<file path="config.mk">
export PLATFORM = sky130hd
export DESIGN_NAME = sm_top
export DESIGN_NICKNAME = d
export VERILOG_FILES = /design/src/verilog/sm_pkg.sv /design/src/verilog/sm_carrier_sync.sv /design/src/verilog/sm_top.sv
export SDC_FILE = /design/constraint.sdc
export NUM_CORES = 1
export LEC_CHECK = 0
export ABC_AREA = 0
export BUFFER_PORTS_ARGS = -buffer_cell sky130_fd_sc_hd__buf_4
export CAP_MARGIN = 10
export CORE_UTILIZATION = 40
export CTS_CLUSTER_DIAMETER = 150
export DETAILED_ROUTE_END_ITERATION = 10
export GPL_TIMING_DRIVEN = 0
export PLACE_DENSITY = 0.8
export SYNTH_ARGS = -nofsm -noshare
export SYNTH_HDL_FRONTEND = slang
export SYNTH_SLANG_ARGS = --single-unit
export TNS_END_PERCENT = 5
</file>
<file path="constraint.sdc">
create_clock -name mclk_i -period 9.1 [get_ports mclk_i]
set_input_delay 2.275 -clock mclk_i [delete_from_list [all_inputs] [get_ports mclk_i]]
set_output_delay 2.275 -clock mclk_i [all_outputs]
set_load 0.02 [all_outputs]
</file>
<file path="src/verilog/sm_pkg.sv">
// Package with register map, field layout, source codes and carriers for the signal modulator
package sm_pkg;

  localparam int WB_ADR_W = 8;
  localparam int WB_DAT_W = 32;
  localparam int WB_SEL_W = 4;

  // Register byte offsets
  localparam logic [7:0] REG_CTRL_A = 8'h00;
  localparam logic [7:0] REG_CTRL_B = 8'h04;
  localparam logic [7:0] REG_MOD_SRC = 8'h08;
  localparam logic [7:0] REG_CARRIER_HIGH_SIGNAL_SEL = 8'h0C;
  localparam logic [7:0] REG_CARRIER_LOW_SIGNAL_SEL = 8'h10;
  localparam logic [7:0] REG_OUT_CTRL = 8'h14;

  // modulator_control_reg_a fields
  localparam int CTRL_A_EN_BIT = 7;
  localparam int CTRL_A_STAT_BIT = 5;
  localparam int CTRL_A_OINV_BIT = 4;
  localparam int CTRL_A_SWBIT_BIT = 0;

  // modulator_control_reg_b fields
  localparam int CTRL_B_CHINV_BIT = 5;
  localparam int CTRL_B_CHSYNC_BIT = 4;
  localparam int CTRL_B_CLINV_BIT = 1;
  localparam int CTRL_B_CLSYNC_BIT = 0;

  localparam int OUT_CTRL_OE_BIT = 0;

  localparam int MOD_SEL_W = 5;
  localparam int CAR_SEL_W = 4;
  localparam int MOD_PERIPH_N = 18;
  localparam int CAR_PERIPH_N = 15;

  // Modulator source codes; codes 2..19 pick peripheral inputs 0..17
  localparam logic [4:0] MOD_SRC_PIN = 5'h00;
  localparam logic [4:0] MOD_SRC_SWBIT = 5'h01;
  localparam logic [4:0] MOD_SRC_PERIPH0 = 5'h02;
  localparam logic [4:0] MOD_SRC_LAST = 5'h13;

  // Carrier source codes; codes 1..15 pick peripheral inputs 0..14
  localparam logic [3:0] CAR_SRC_PIN = 4'h0;
  localparam logic [3:0] CAR_SRC_PERIPH0 = 4'h1;

  // Reset values
  localparam logic RST_ENABLE = 1'b0;
  localparam logic RST_BIT = 1'b0;
  localparam logic RST_OUT_EN = 1'b1;
  localparam logic [4:0] RST_MOD_SEL = 5'h00;
  localparam logic [3:0] RST_CAR_SEL = 4'h0;

  typedef struct packed {
    logic mod_pin;
    logic carrier_high_signal_pin;
    logic carrier_low_signal_pin;
    logic [MOD_PERIPH_N-1:0] mod_periph;
    logic [CAR_PERIPH_N-1:0] car_periph;
  } sm_src_t;

  typedef struct packed {
    logic enable;
    logic out_inv;
    logic sw_bit;
    logic carrier_high_signal_inv;
    logic carrier_high_signal_sync;
    logic carrier_low_signal_inv;
    logic carrier_low_signal_sync;
    logic out_en;
    logic [MOD_SEL_W-1:0] mod_sel;
    logic [CAR_SEL_W-1:0] carrier_high_signal_sel;
    logic [CAR_SEL_W-1:0] carrier_low_signal_sel;
  } sm_cfg_t;

  typedef struct packed {
    logic active_high;
  } sm_sync_state_t;

  typedef struct packed {
    sm_cfg_t cfg;
    logic ack;
    logic [WB_DAT_W-1:0] dat;
    logic stat_meta;
    logic stat_sync;
  } sm_state_t;

endpackage : sm_pkg

</file>
<file path="src/verilog/sm_carrier_sync.sv">
// Active-carrier chooser that lets a synchronised carrier pulse finish before switching
`timescale 1ns/1ps
`default_nettype none
module sm_carrier_sync (
  input wire logic mclk_i,
  input wire logic resetn_i,
  input wire logic mod_i,
  input wire logic carrier_high_signal_i,
  input wire logic carrier_low_signal_i,
  input wire logic carrier_high_signal_sync_i,
  input wire logic carrier_low_signal_sync_i,
  output logic use_high_o
);

  sm_pkg::sm_sync_state_t st;
  sm_pkg::sm_sync_state_t next_st;
  logic outgoing_busy;

  // Old carrier is held only while it is synchronised and still high
  always_comb begin
    outgoing_busy = st.active_high ? (carrier_high_signal_sync_i && carrier_high_signal_i) : (carrier_low_signal_sync_i && carrier_low_signal_i);
    if ((mod_i != st.active_high) && outgoing_busy) begin
      use_high_o = st.active_high;
    end else begin
      use_high_o = mod_i;
    end
    next_st.active_high = use_high_o;
  end

  always_ff @(posedge mclk_i or negedge resetn_i) begin
    if (!resetn_i) begin
      st <= '0;
    end else begin
      st <= next_st;
    end
  end

endmodule : sm_carrier_sync
`default_nettype wire

</file>
<file path="src/verilog/sm_top.sv">
// Signal modulator: source selection, carrier mixing, output polarity and Wishbone registers
//
// Behaviour
// - Output is the active carrier picked by the modulator, driven to the pin.
// - Modulator high selects the high carrier, modulator low the low carrier.
// - Modulator and both carriers each selectable from a peripheral or a pin.
// - Setting the enable bit turns the modulator on.
// - With enable clear, both carriers are forced to ground.
// - With enable clear, the modulator comes from the software bit.
// - Disabling keeps source selections; they apply again when re-enabled.
// - Output disable keeps mixing but holds the pin low.
// - Five-bit field picks one of twenty modulator sources.
// - Two four-bit fields pick the high and low carrier sources.
// - Synchronised carrier finishes its pulse before the switch to the other carrier.
// - Separate sync enables for high and low carriers in control register b.
// - Separate polarity bits invert the selected high and low carriers.
// - Software bit supplies the modulator value when selected.
// - Output polarity bit inverts the value driven to the pin.
// - Mixing keeps running in sleep whenever its sources run.
// - Reset disables the modulator and restores all registers to defaults.
// - Output idles high when inverted, low otherwise.
// - Read-only status bit reports the output value through a two-flop synchroniser.
//
// The implementer's own choices: the register addresses and the Wishbone slave port.
`timescale 1ns/1ps
`default_nettype none
module sm_top (
  input wire logic mclk_i,
  input wire logic resetn_i,
  input wire logic wb_cyc_i,
  input wire logic wb_stb_i,
  input wire logic wb_we_i,
  input wire logic [sm_pkg::WB_ADR_W-1:0] wb_adr_i,
  input wire logic [sm_pkg::WB_SEL_W-1:0] wb_sel_i,
  input wire logic [sm_pkg::WB_DAT_W-1:0] wb_dat_i,
  output logic [sm_pkg::WB_DAT_W-1:0] wb_dat_o,
  output logic wb_ack_o,
  input wire sm_pkg::sm_src_t src_i,
  output logic mod_out_o
);

  sm_pkg::sm_state_t st;
  sm_pkg::sm_state_t next_st;

  logic mod_sel_val;
  logic carrier_high_signal_sel_val;
  logic carrier_low_signal_sel_val;
  logic mod_sig;
  logic carrier_high_signal_sig;
  logic carrier_low_signal_sig;
  logic use_high;
  logic mix;
  logic bus_req;

  // Modulator source decode; unused codes read as low
  function automatic logic mod_pick(
    input logic [sm_pkg::MOD_SEL_W-1:0] sel,
    input sm_pkg::sm_src_t s,
    input logic sw_bit
  );
    logic [sm_pkg::MOD_SEL_W-1:0] idx;
    mod_pick = 1'b0;
    idx = sel - sm_pkg::MOD_SRC_PERIPH0;
    if (sel == sm_pkg::MOD_SRC_PIN) begin
      mod_pick = s.mod_pin;
    end else if (sel == sm_pkg::MOD_SRC_SWBIT) begin
      mod_pick = sw_bit;
    end else if (sel <= sm_pkg::MOD_SRC_LAST) begin
      mod_pick = s.mod_periph[idx];
    end
  endfunction : mod_pick

  // Carrier source decode, shared by both carriers
  function automatic logic car_pick(
    input logic [sm_pkg::CAR_SEL_W-1:0] sel,
    input logic pin,
    input logic [sm_pkg::CAR_PERIPH_N-1:0] periph
  );
    logic [sm_pkg::CAR_SEL_W-1:0] idx;
    idx = sel - sm_pkg::CAR_SRC_PERIPH0;
    if (sel == sm_pkg::CAR_SRC_PIN) begin
      car_pick = pin;
    end else begin
      car_pick = periph[idx];
    end
  endfunction : car_pick

  function automatic logic [sm_pkg::WB_DAT_W-1:0] reg_read(
    input sm_pkg::sm_cfg_t c,
    input logic stat,
    input logic [sm_pkg::WB_ADR_W-1:0] adr
  );
    reg_read = '0;
    case (adr)
      sm_pkg::REG_CTRL_A: begin
        reg_read[sm_pkg::CTRL_A_EN_BIT] = c.enable;
        reg_read[sm_pkg::CTRL_A_STAT_BIT] = stat;
        reg_read[sm_pkg::CTRL_A_OINV_BIT] = c.out_inv;
        reg_read[sm_pkg::CTRL_A_SWBIT_BIT] = c.sw_bit;
      end
      sm_pkg::REG_CTRL_B: begin
        reg_read[sm_pkg::CTRL_B_CHINV_BIT] = c.carrier_high_signal_inv;
        reg_read[sm_pkg::CTRL_B_CHSYNC_BIT] = c.carrier_high_signal_sync;
        reg_read[sm_pkg::CTRL_B_CLINV_BIT] = c.carrier_low_signal_inv;
        reg_read[sm_pkg::CTRL_B_CLSYNC_BIT] = c.carrier_low_signal_sync;
      end
      sm_pkg::REG_MOD_SRC: begin
        reg_read[sm_pkg::MOD_SEL_W-1:0] = c.mod_sel;
      end
      sm_pkg::REG_CARRIER_HIGH_SIGNAL_SEL: begin
        reg_read[sm_pkg::CAR_SEL_W-1:0] = c.carrier_high_signal_sel;
      end
      sm_pkg::REG_CARRIER_LOW_SIGNAL_SEL: begin
        reg_read[sm_pkg::CAR_SEL_W-1:0] = c.carrier_low_signal_sel;
      end
      sm_pkg::REG_OUT_CTRL: begin
        reg_read[sm_pkg::OUT_CTRL_OE_BIT] = c.out_en;
      end
      default: begin
        reg_read = '0;
      end
    endcase
  endfunction : reg_read

  // Only byte lane 0 carries fields; other lanes are ignored
  function automatic sm_pkg::sm_cfg_t reg_write(
    input sm_pkg::sm_cfg_t c,
    input logic [sm_pkg::WB_ADR_W-1:0] adr,
    input logic [7:0] d
  );
    reg_write = c;
    case (adr)
      sm_pkg::REG_CTRL_A: begin
        reg_write.enable = d[sm_pkg::CTRL_A_EN_BIT];
        reg_write.out_inv = d[sm_pkg::CTRL_A_OINV_BIT];
        reg_write.sw_bit = d[sm_pkg::CTRL_A_SWBIT_BIT];
      end
      sm_pkg::REG_CTRL_B: begin
        reg_write.carrier_high_signal_inv = d[sm_pkg::CTRL_B_CHINV_BIT];
        reg_write.carrier_high_signal_sync = d[sm_pkg::CTRL_B_CHSYNC_BIT];
        reg_write.carrier_low_signal_inv = d[sm_pkg::CTRL_B_CLINV_BIT];
        reg_write.carrier_low_signal_sync = d[sm_pkg::CTRL_B_CLSYNC_BIT];
      end
      sm_pkg::REG_MOD_SRC: begin
        reg_write.mod_sel = d[sm_pkg::MOD_SEL_W-1:0];
      end
      sm_pkg::REG_CARRIER_HIGH_SIGNAL_SEL: begin
        reg_write.carrier_high_signal_sel = d[sm_pkg::CAR_SEL_W-1:0];
      end
      sm_pkg::REG_CARRIER_LOW_SIGNAL_SEL: begin
        reg_write.carrier_low_signal_sel = d[sm_pkg::CAR_SEL_W-1:0];
      end
      sm_pkg::REG_OUT_CTRL: begin
        reg_write.out_en = d[sm_pkg::OUT_CTRL_OE_BIT];
      end
      default: begin
        reg_write = c;
      end
    endcase
  endfunction : reg_write

  // Source selection; no clocked stage so fast carriers pass intact
  always_comb begin
    mod_sel_val = mod_pick(st.cfg.mod_sel, src_i, st.cfg.sw_bit);
    carrier_high_signal_sel_val = car_pick(st.cfg.carrier_high_signal_sel, src_i.carrier_high_signal_pin, src_i.car_periph) ^ st.cfg.carrier_high_signal_inv;
    carrier_low_signal_sel_val = car_pick(st.cfg.carrier_low_signal_sel, src_i.carrier_low_signal_pin, src_i.car_periph) ^ st.cfg.carrier_low_signal_inv;
    if (st.cfg.enable) begin
      mod_sig = mod_sel_val;
      carrier_high_signal_sig = carrier_high_signal_sel_val;
      carrier_low_signal_sig = carrier_low_signal_sel_val;
    end else begin
      // Selections stay stored; only the signals are overridden
      mod_sig = st.cfg.sw_bit;
      carrier_high_signal_sig = 1'b0;
      carrier_low_signal_sig = 1'b0;
    end
  end

  sm_carrier_sync u_sync (
    .mclk_i(mclk_i),
    .resetn_i(resetn_i),
    .mod_i(mod_sig),
    .carrier_high_signal_i(carrier_high_signal_sig),
    .carrier_low_signal_i(carrier_low_signal_sig),
    .carrier_high_signal_sync_i(st.cfg.carrier_high_signal_sync),
    .carrier_low_signal_sync_i(st.cfg.carrier_low_signal_sync),
    .use_high_o(use_high)
  );

  // Carrier gated by the modulator level it belongs to
  always_comb begin
    mix = (use_high & carrier_high_signal_sig) | (~use_high & carrier_low_signal_sig);
  end

  // Pin is combinational by design; no sleep gating anywhere
  always_comb begin
    if (st.cfg.out_en) begin
      mod_out_o = mix ^ st.cfg.out_inv;
    end else begin
      mod_out_o = 1'b0;
    end
  end

  assign bus_req = wb_cyc_i && wb_stb_i;
  assign wb_ack_o = st.ack;
  assign wb_dat_o = st.dat;

  // Status bit may lag or miss edges of fast signals
  always_comb begin
    next_st = st;
    next_st.stat_meta = mod_out_o;
    next_st.stat_sync = st.stat_meta;
    next_st.ack = 1'b0;
    if (bus_req && !st.ack) begin
      next_st.ack = 1'b1;
      next_st.dat = reg_read(st.cfg, st.stat_sync, wb_adr_i);
    end
    // Write lands at the edge where the master sees ack
    if (bus_req && st.ack && wb_we_i && wb_sel_i[0]) begin
      next_st.cfg = reg_write(st.cfg, wb_adr_i, wb_dat_i[7:0]);
    end
  end

  always_ff @(posedge mclk_i or negedge resetn_i) begin
    if (!resetn_i) begin
      st.cfg.enable <= sm_pkg::RST_ENABLE;
      st.cfg.out_inv <= sm_pkg::RST_BIT;
      st.cfg.sw_bit <= sm_pkg::RST_BIT;
      st.cfg.carrier_high_signal_inv <= sm_pkg::RST_BIT;
      st.cfg.carrier_high_signal_sync <= sm_pkg::RST_BIT;
      st.cfg.carrier_low_signal_inv <= sm_pkg::RST_BIT;
      st.cfg.carrier_low_signal_sync <= sm_pkg::RST_BIT;
      st.cfg.out_en <= sm_pkg::RST_OUT_EN;
      st.cfg.mod_sel <= sm_pkg::RST_MOD_SEL;
      st.cfg.carrier_high_signal_sel <= sm_pkg::RST_CAR_SEL;
      st.cfg.carrier_low_signal_sel <= sm_pkg::RST_CAR_SEL;
      st.ack <= 1'b0;
      st.dat <= '0;
      st.stat_meta <= 1'b0;
      st.stat_sync <= 1'b0;
    end else begin
      st <= next_st;
    end
  end

endmodule : sm_top
`default_nettype wire
</file>
# --- Word level (Yosys, flattened, before mapping) ---
# Cells that the tools add are included.
op_classes:
  n_addsub: 3
  mul: 0
  div: 0
  magnitude_cmp: 4
  n_eq_ne: 7
  n_shift: 0
  n_mux: 24
  n_bitwise: 7
  reduce_logical: 19
ops:
  columns: ["cell", "n"]
  rows:
  - ["$mux 33", 1]
  - ["$eq 8x4->1 const B", 2]
  - ["$eq 8x5->1 const B", 2]
  - ["$mux 1", 15]
  - ["$reduce_and 2->1", 6]
  - ["$lt 4x5->1 const B", 2]
  - ["$bmux 1 s4", 2]
  - ["$eq 8x3->1 const B", 1]
  - ["$logic_and 1x1->1", 8]
  - ["$logic_not 4->1", 2]
  - ["$logic_not 8->1", 1]
  - ["$sub 4x1->4 const B", 2]
  - ["$lt 5x6->1 const B", 1]
  - ["$pmux 1 s6", 1]
  - ["$pmux 2 s3", 1]
  - ["$bmux 1 s5", 1]
  - ["$eq 5x1->1 const B", 1]
  - ["$le 5x5->1 const B", 1]
  - ["$logic_not 5->1", 1]
  - ["$sub 5x2->5 const B", 1]
  - ["$pmux 1 s4", 1]
  - ["$pmux 1 s3", 1]
  - ["$xor 1x1->1", 3]
  - ["$and 1x1->1", 2]
  - ["5 further kinds", 5]
totals:
  regBits: 32
  latchBits: 0
  mem_bits_rw: 0
  rom_bits: 0
  inputBits: 85
  elab_cells: 80
  mem_count: 0

# --- Longest topological paths before layout ---
logic_depth:
  depth_word: 15
  depth_mapped: 10
  depth_no_buf: 9

# --- Modules after synthesis ---
# From an unflattened synthesis, not the netlist that was laid out.
hier_totals:
  cells_unflattened: 252
  hier_area_um2: 2468.6
modules_own_cells:
  columns: ["module", "instances", "cells_each", "area_per_inst_um2", "seq_area_each_um2"]
  rows:
  - ["sm_top", 1, 248, 2423.6, 777.0]
  - ["sm_carrier_sync", 1, 4, 45.0, 25.0]

# --- Least setup slack after synthesis ---
# Ideal clock, no wire load.
synth_timing:
  path_kind: "in2out"
  start: "in src_i[10] (netlist bit)"
  end: "out mod_out_o"
  arrival_time_ns: 4.109
  required_ns: 6.825
  slack_ns: 2.716
  cell_stages: 7
  path_cell_list: "mux4_2 a21boi_0 nor3b_1 or4_4 a211oi_2 a2bb2oi_2 mux2i_1"
synth_between:
  elab_chain_cells: 14
  word_cells_on_any_way: 21
  classes_between: "11 x mux; 7 x bitwise; 3 x reduce/logical"
synth_lines:
  columns: ["item", "line", "text"]
  rows:
  - ["start: declaration", "sm_top.sv:38", "input wire sm_pkg::sm_src_t src_i,"]
  - ["$bmux 1 s4", "sm_top.sv:84", "car_pick = periph[idx];"]
  - ["$mux 1 (implied by the code)", "sm_top.sv:84", null]
  - ["$mux 1", "sm_top.sv:81", "if (sel == sm_pkg::CAR_SRC_PIN) begin"]
  - ["$xor 1x1->1, on equally long branches", "sm_top.sv:166, sm_top.sv:165", null]
  - ["$mux 1", "sm_top.sv:167", "if (st.cfg.enable) begin"]
  - ["$logic_and 1x1->1", "sm_carrier_sync.sv:21", "outgoing_busy = st.active_high ? (carrier_high_signal_sync_i && carrier_high_signal_i) : (carrier_low_signal_s ..."]
  - ["$mux 1", "sm_carrier_sync.sv:21", null]
  - ["$logic_and 1x1->1", "sm_carrier_sync.sv:22", "if ((mod_i != st.active_high) && outgoing_busy) begin"]
  - ["$mux 1", "sm_carrier_sync.sv:22", null]
  - ["$not 1->1", "sm_top.sv:192", "mix = (use_high & carrier_high_signal_sig) | (~use_high & carrier_low_signal_sig);"]
  - ["$and 1x1->1", "sm_top.sv:192", null]
  - ["$or 1x1->1 *", "sm_top.sv:192", null]
  - ["$xor 1x1->1 *", "sm_top.sv:198", "mod_out_o = mix ^ st.cfg.out_inv;"]
  - ["$mux 1 *", "sm_top.sv:197", "if (st.cfg.out_en) begin"]
  - ["end: declaration", "sm_top.sv:39", "output logic mod_out_o"]
# Every way passes the cells marked *; elsewhere a longest branch is shown, timed or not. The select of a mux whose other input is x is not followed.

# --- Final worst setup path ---
layout_timing:
  start: "in src_i[12] (netlist bit)"
  end: "out mod_out_o"
# The elaborated chain is that of the path after synthesis.

==> out/metrics.cfg <==
[cells_and_area]
n_fill_cell=561
drive_gt1_share_pct=43.49
area_growth_pct=31.75
final_common_cell=buf_4
antenna_cells=0
nets=426
final_cell_mix=97 x buf_4, 31 x dfrtp_1, 25 x conb_1, 22 x mux2_2, 14 x nand2_1

[logic_synthesis]
synth_top_family_by_area=multiplexers
yosys.area_share.simple_pct=14.98
synthCells=240
synth-seq-area-share_pct=32.77
synthFlopType=dfrtp_1
synth_cell_type_count=56
ys_ff_latch=32
muxShareOfSynthArea_pct=22.49
synthAdderAreaFrac_pct=2.045
yosys_warnings=0
netlist_area_um2=2447
synth_compound_area_share_pct=12.22
syn_avg_cell_area_um2=10.20
synth_edf_count=0
synthArstFlopShare_pct=100.0
synth_xor_area_share_pct=3.170

[timing]
fin_crit_sh_pct=74.52
setup_viol=0
fmaxAchievable_ghz=0.1475
finClkSkew_ns=0.007081
fin_ws_ns=2.319
hold_viol_final=0
rsz0062_at_grt=no
slew_violations=0
worst_slew_pin_slew_ns=0.6841
finalSetupTns_ns=0
whs_ns=0.3493
fin_crit_ns=6.781
max_slew_margin_pct=53.21

[detailed_routing]
drt_iter0_markers=74
routed_via_density=5.136
routedWlPerCell_um=14.02
ant_nets=0
vias=2121
routed_wl_um=5791
drc=0
drt-pass1-iter-count=5

[worst_setup_path]
ff2ff_setup_slack_ns=5.95
critical_path_class=primary input to primary output
worstPathRequired_ns=6.83
cp-end-kind=primary output
critPathLaunchType=primary input
worstPathArrival_ns=4.51
path_max_fanout=2

[power]
p_int_mw=0.2563
total_power_mw=0.3461
comb_power_share_pct=21.7
power_frac_clock_pct=35.1
p_leak_nw=1.559
ir_worst_vdd_mv=0.08160
switchingPower_mw=0.08986
sw_frac_of_total_pct=25.96
p_per_area_nw_per_um2=107.3
p_seq_share_pct=43.2

[floorplanning]
rows=28
die_w_um=80.22
ioPinCount=119
die_h_um=80.22
core-area_um2=5921
start_util_pct=41.34
die_area_um2=6435

[place]
port_buffers=65
gp_congestion=0.7999
dp_hpwl_um=4642
pre_cts_ws_ns=2.381

[worst_hold_path]
hold_path.class=flop to flop

[global_route]
grt_pass1_wl_um=9432
grt_max_degree=33
grt_pass1_vias=2063
grt_usage_pct=19.09
antenna_found_initial=0
overflow=0

[clock_tree]
clockBufferDepth=2
post_cts_buffers=0
insertion_delay_ns=0.29
cts.repair.resized=0
htree_levels=2
cts.clk_slew.worst_paths_ns=0.06
holdBufCountCts=0
cts_tree=done
numCtsBuffers=5
root_buffer=clkbuf_8
cts_sinks=32

[job]
maxCapViolations=0

[outcome]
status=finished, final reports clean

[worst max-delay path, stage by stage]
cell	delay [ns]
buf_4	0.11
mux2_2	0.26
o211a_1	0.22
a2111oi_0	0.55
nor4_1	0.13
a211oi_2	0.30
a2bb2oi_2	0.22
mux2i_1	0.26
buf_4	0.18
[flip-flops by register name, indices dropped and copies added, names as in the netlist]
name and cells:
st 22, wb_dat_o 7, next_st 1, u_sync.st 1, wb_ack_o 1
[stage by stage]
step	util, %	area [um2]	cells
after floorplan	-	2537	264
after global placement	52.68	3119	404
after detailed placement	52.68	3119	404
after CTS	54.37	3219	412
after global routing	54.46	3224	413
final	54.46	3224	413
[per-layer routing]
metal | share of wire (%) | track usage [%] | routed length, um
met5 | 0 | 0 | 0
met4 | 1.8 | 7.500 | 106
met3 | 7.1 | 3.182 | 414
met2 | 49 | 32.65 | 2812
met1 | 42 | 23.88 | 2457
[area by class of cell]
cell class / count / area [um2] / area share (%)
Multi-Input combinational cell: 185 / 1438 / 44.59
Timing Repair Buffer: 66 / 493.0 / 15.29
Tap cell: 75 / 93.84 / 2.910
Inverter: 10 / 37.54 / 1.164
Clock buffer: 8 / 100.1 / 3.104
Buffer: 37 / 260.3 / 8.071
Sequential cell: 32 / 802.0 / 24.87
[kinds of logic (layout without fill, tap and decap cells)]
kind of cell,after synthesis,count (layout)
AOI/OAI and AO/OA,42,42
and+or+nand+nor,67,67
buffers and inverters,47,121
adders and majority gates,4,4
DFF,32,32
xor gates and xnor gates,8,8
other,1,25
muxes,39,39
[power by group through the flow]
stage | Combinational, mW | Sequential (mW) | Clock [mW]
2_1_floorplan | 0.0418 | 0.152 | 0
3_3_place_gp | 0.0738 | 0.152 | 0
3_5_place_dp | 0.0751 | 0.152 | 0
4_1_cts | 0.0755 | 0.150 | 0.123
5_1_grt | 0.0817 | 0.150 | 0.128
6_report | 0.0752 | 0.150 | 0.121
[Yosys cell counts (2+ instances only)]
cell type | number | area [um2]
dfrtp_1 | 31 | 775.7
a222oi_1 | 2 | 20.02
xor2_1 | 2 | 17.52
nor3_1 | 6 | 30.03
and2_1 | 2 | 12.51
a21boi_0 | 2 | 15.01
ha_1 | 4 | 50.05
inv_1 | 10 | 37.54
nor4_1 | 4 | 25.02
nor2b_1 | 2 | 12.51
buf_4 | 32 | 240.2
nand2_1 | 14 | 52.55
a21oi_1 | 8 | 40.04
mux4_1 | 2 | 52.55
a22oi_1 | 3 | 22.52
a2111oi_0 | 2 | 17.52
or2b_2 | 2 | 17.52
and3_1 | 3 | 18.77
o21ai_0 | 9 | 45.04
nand3_1 | 6 | 30.03
a31oi_1 | 3 | 18.77
mux2i_1 | 7 | 70.07
a21o_1 | 2 | 15.01
nor2_1 | 13 | 48.80
xnor2_1 | 5 | 43.79
nor3b_1 | 3 | 22.52
clkbuf_1 | 4 | 15.01
mux4_2 | 8 | 180.2
mux2_2 | 22 | 247.7
[path summary, 6_finish.rpt]
path                               to        from  cells past startpoint
setup / recovery            mod_out_o   src_i[12]                      9
hold / removal                  st[0]  next_st[0]                      0
setup reg to reg           next_st[0]      st[39]                     10
hold reg to reg                 st[0]  next_st[0]                      0
max in group asynchronous      st[48]    resetn_i                      1
min in group asynchronous      st[38]    resetn_i                      1
Note: power is estimated with default switching activity, not from simulation.
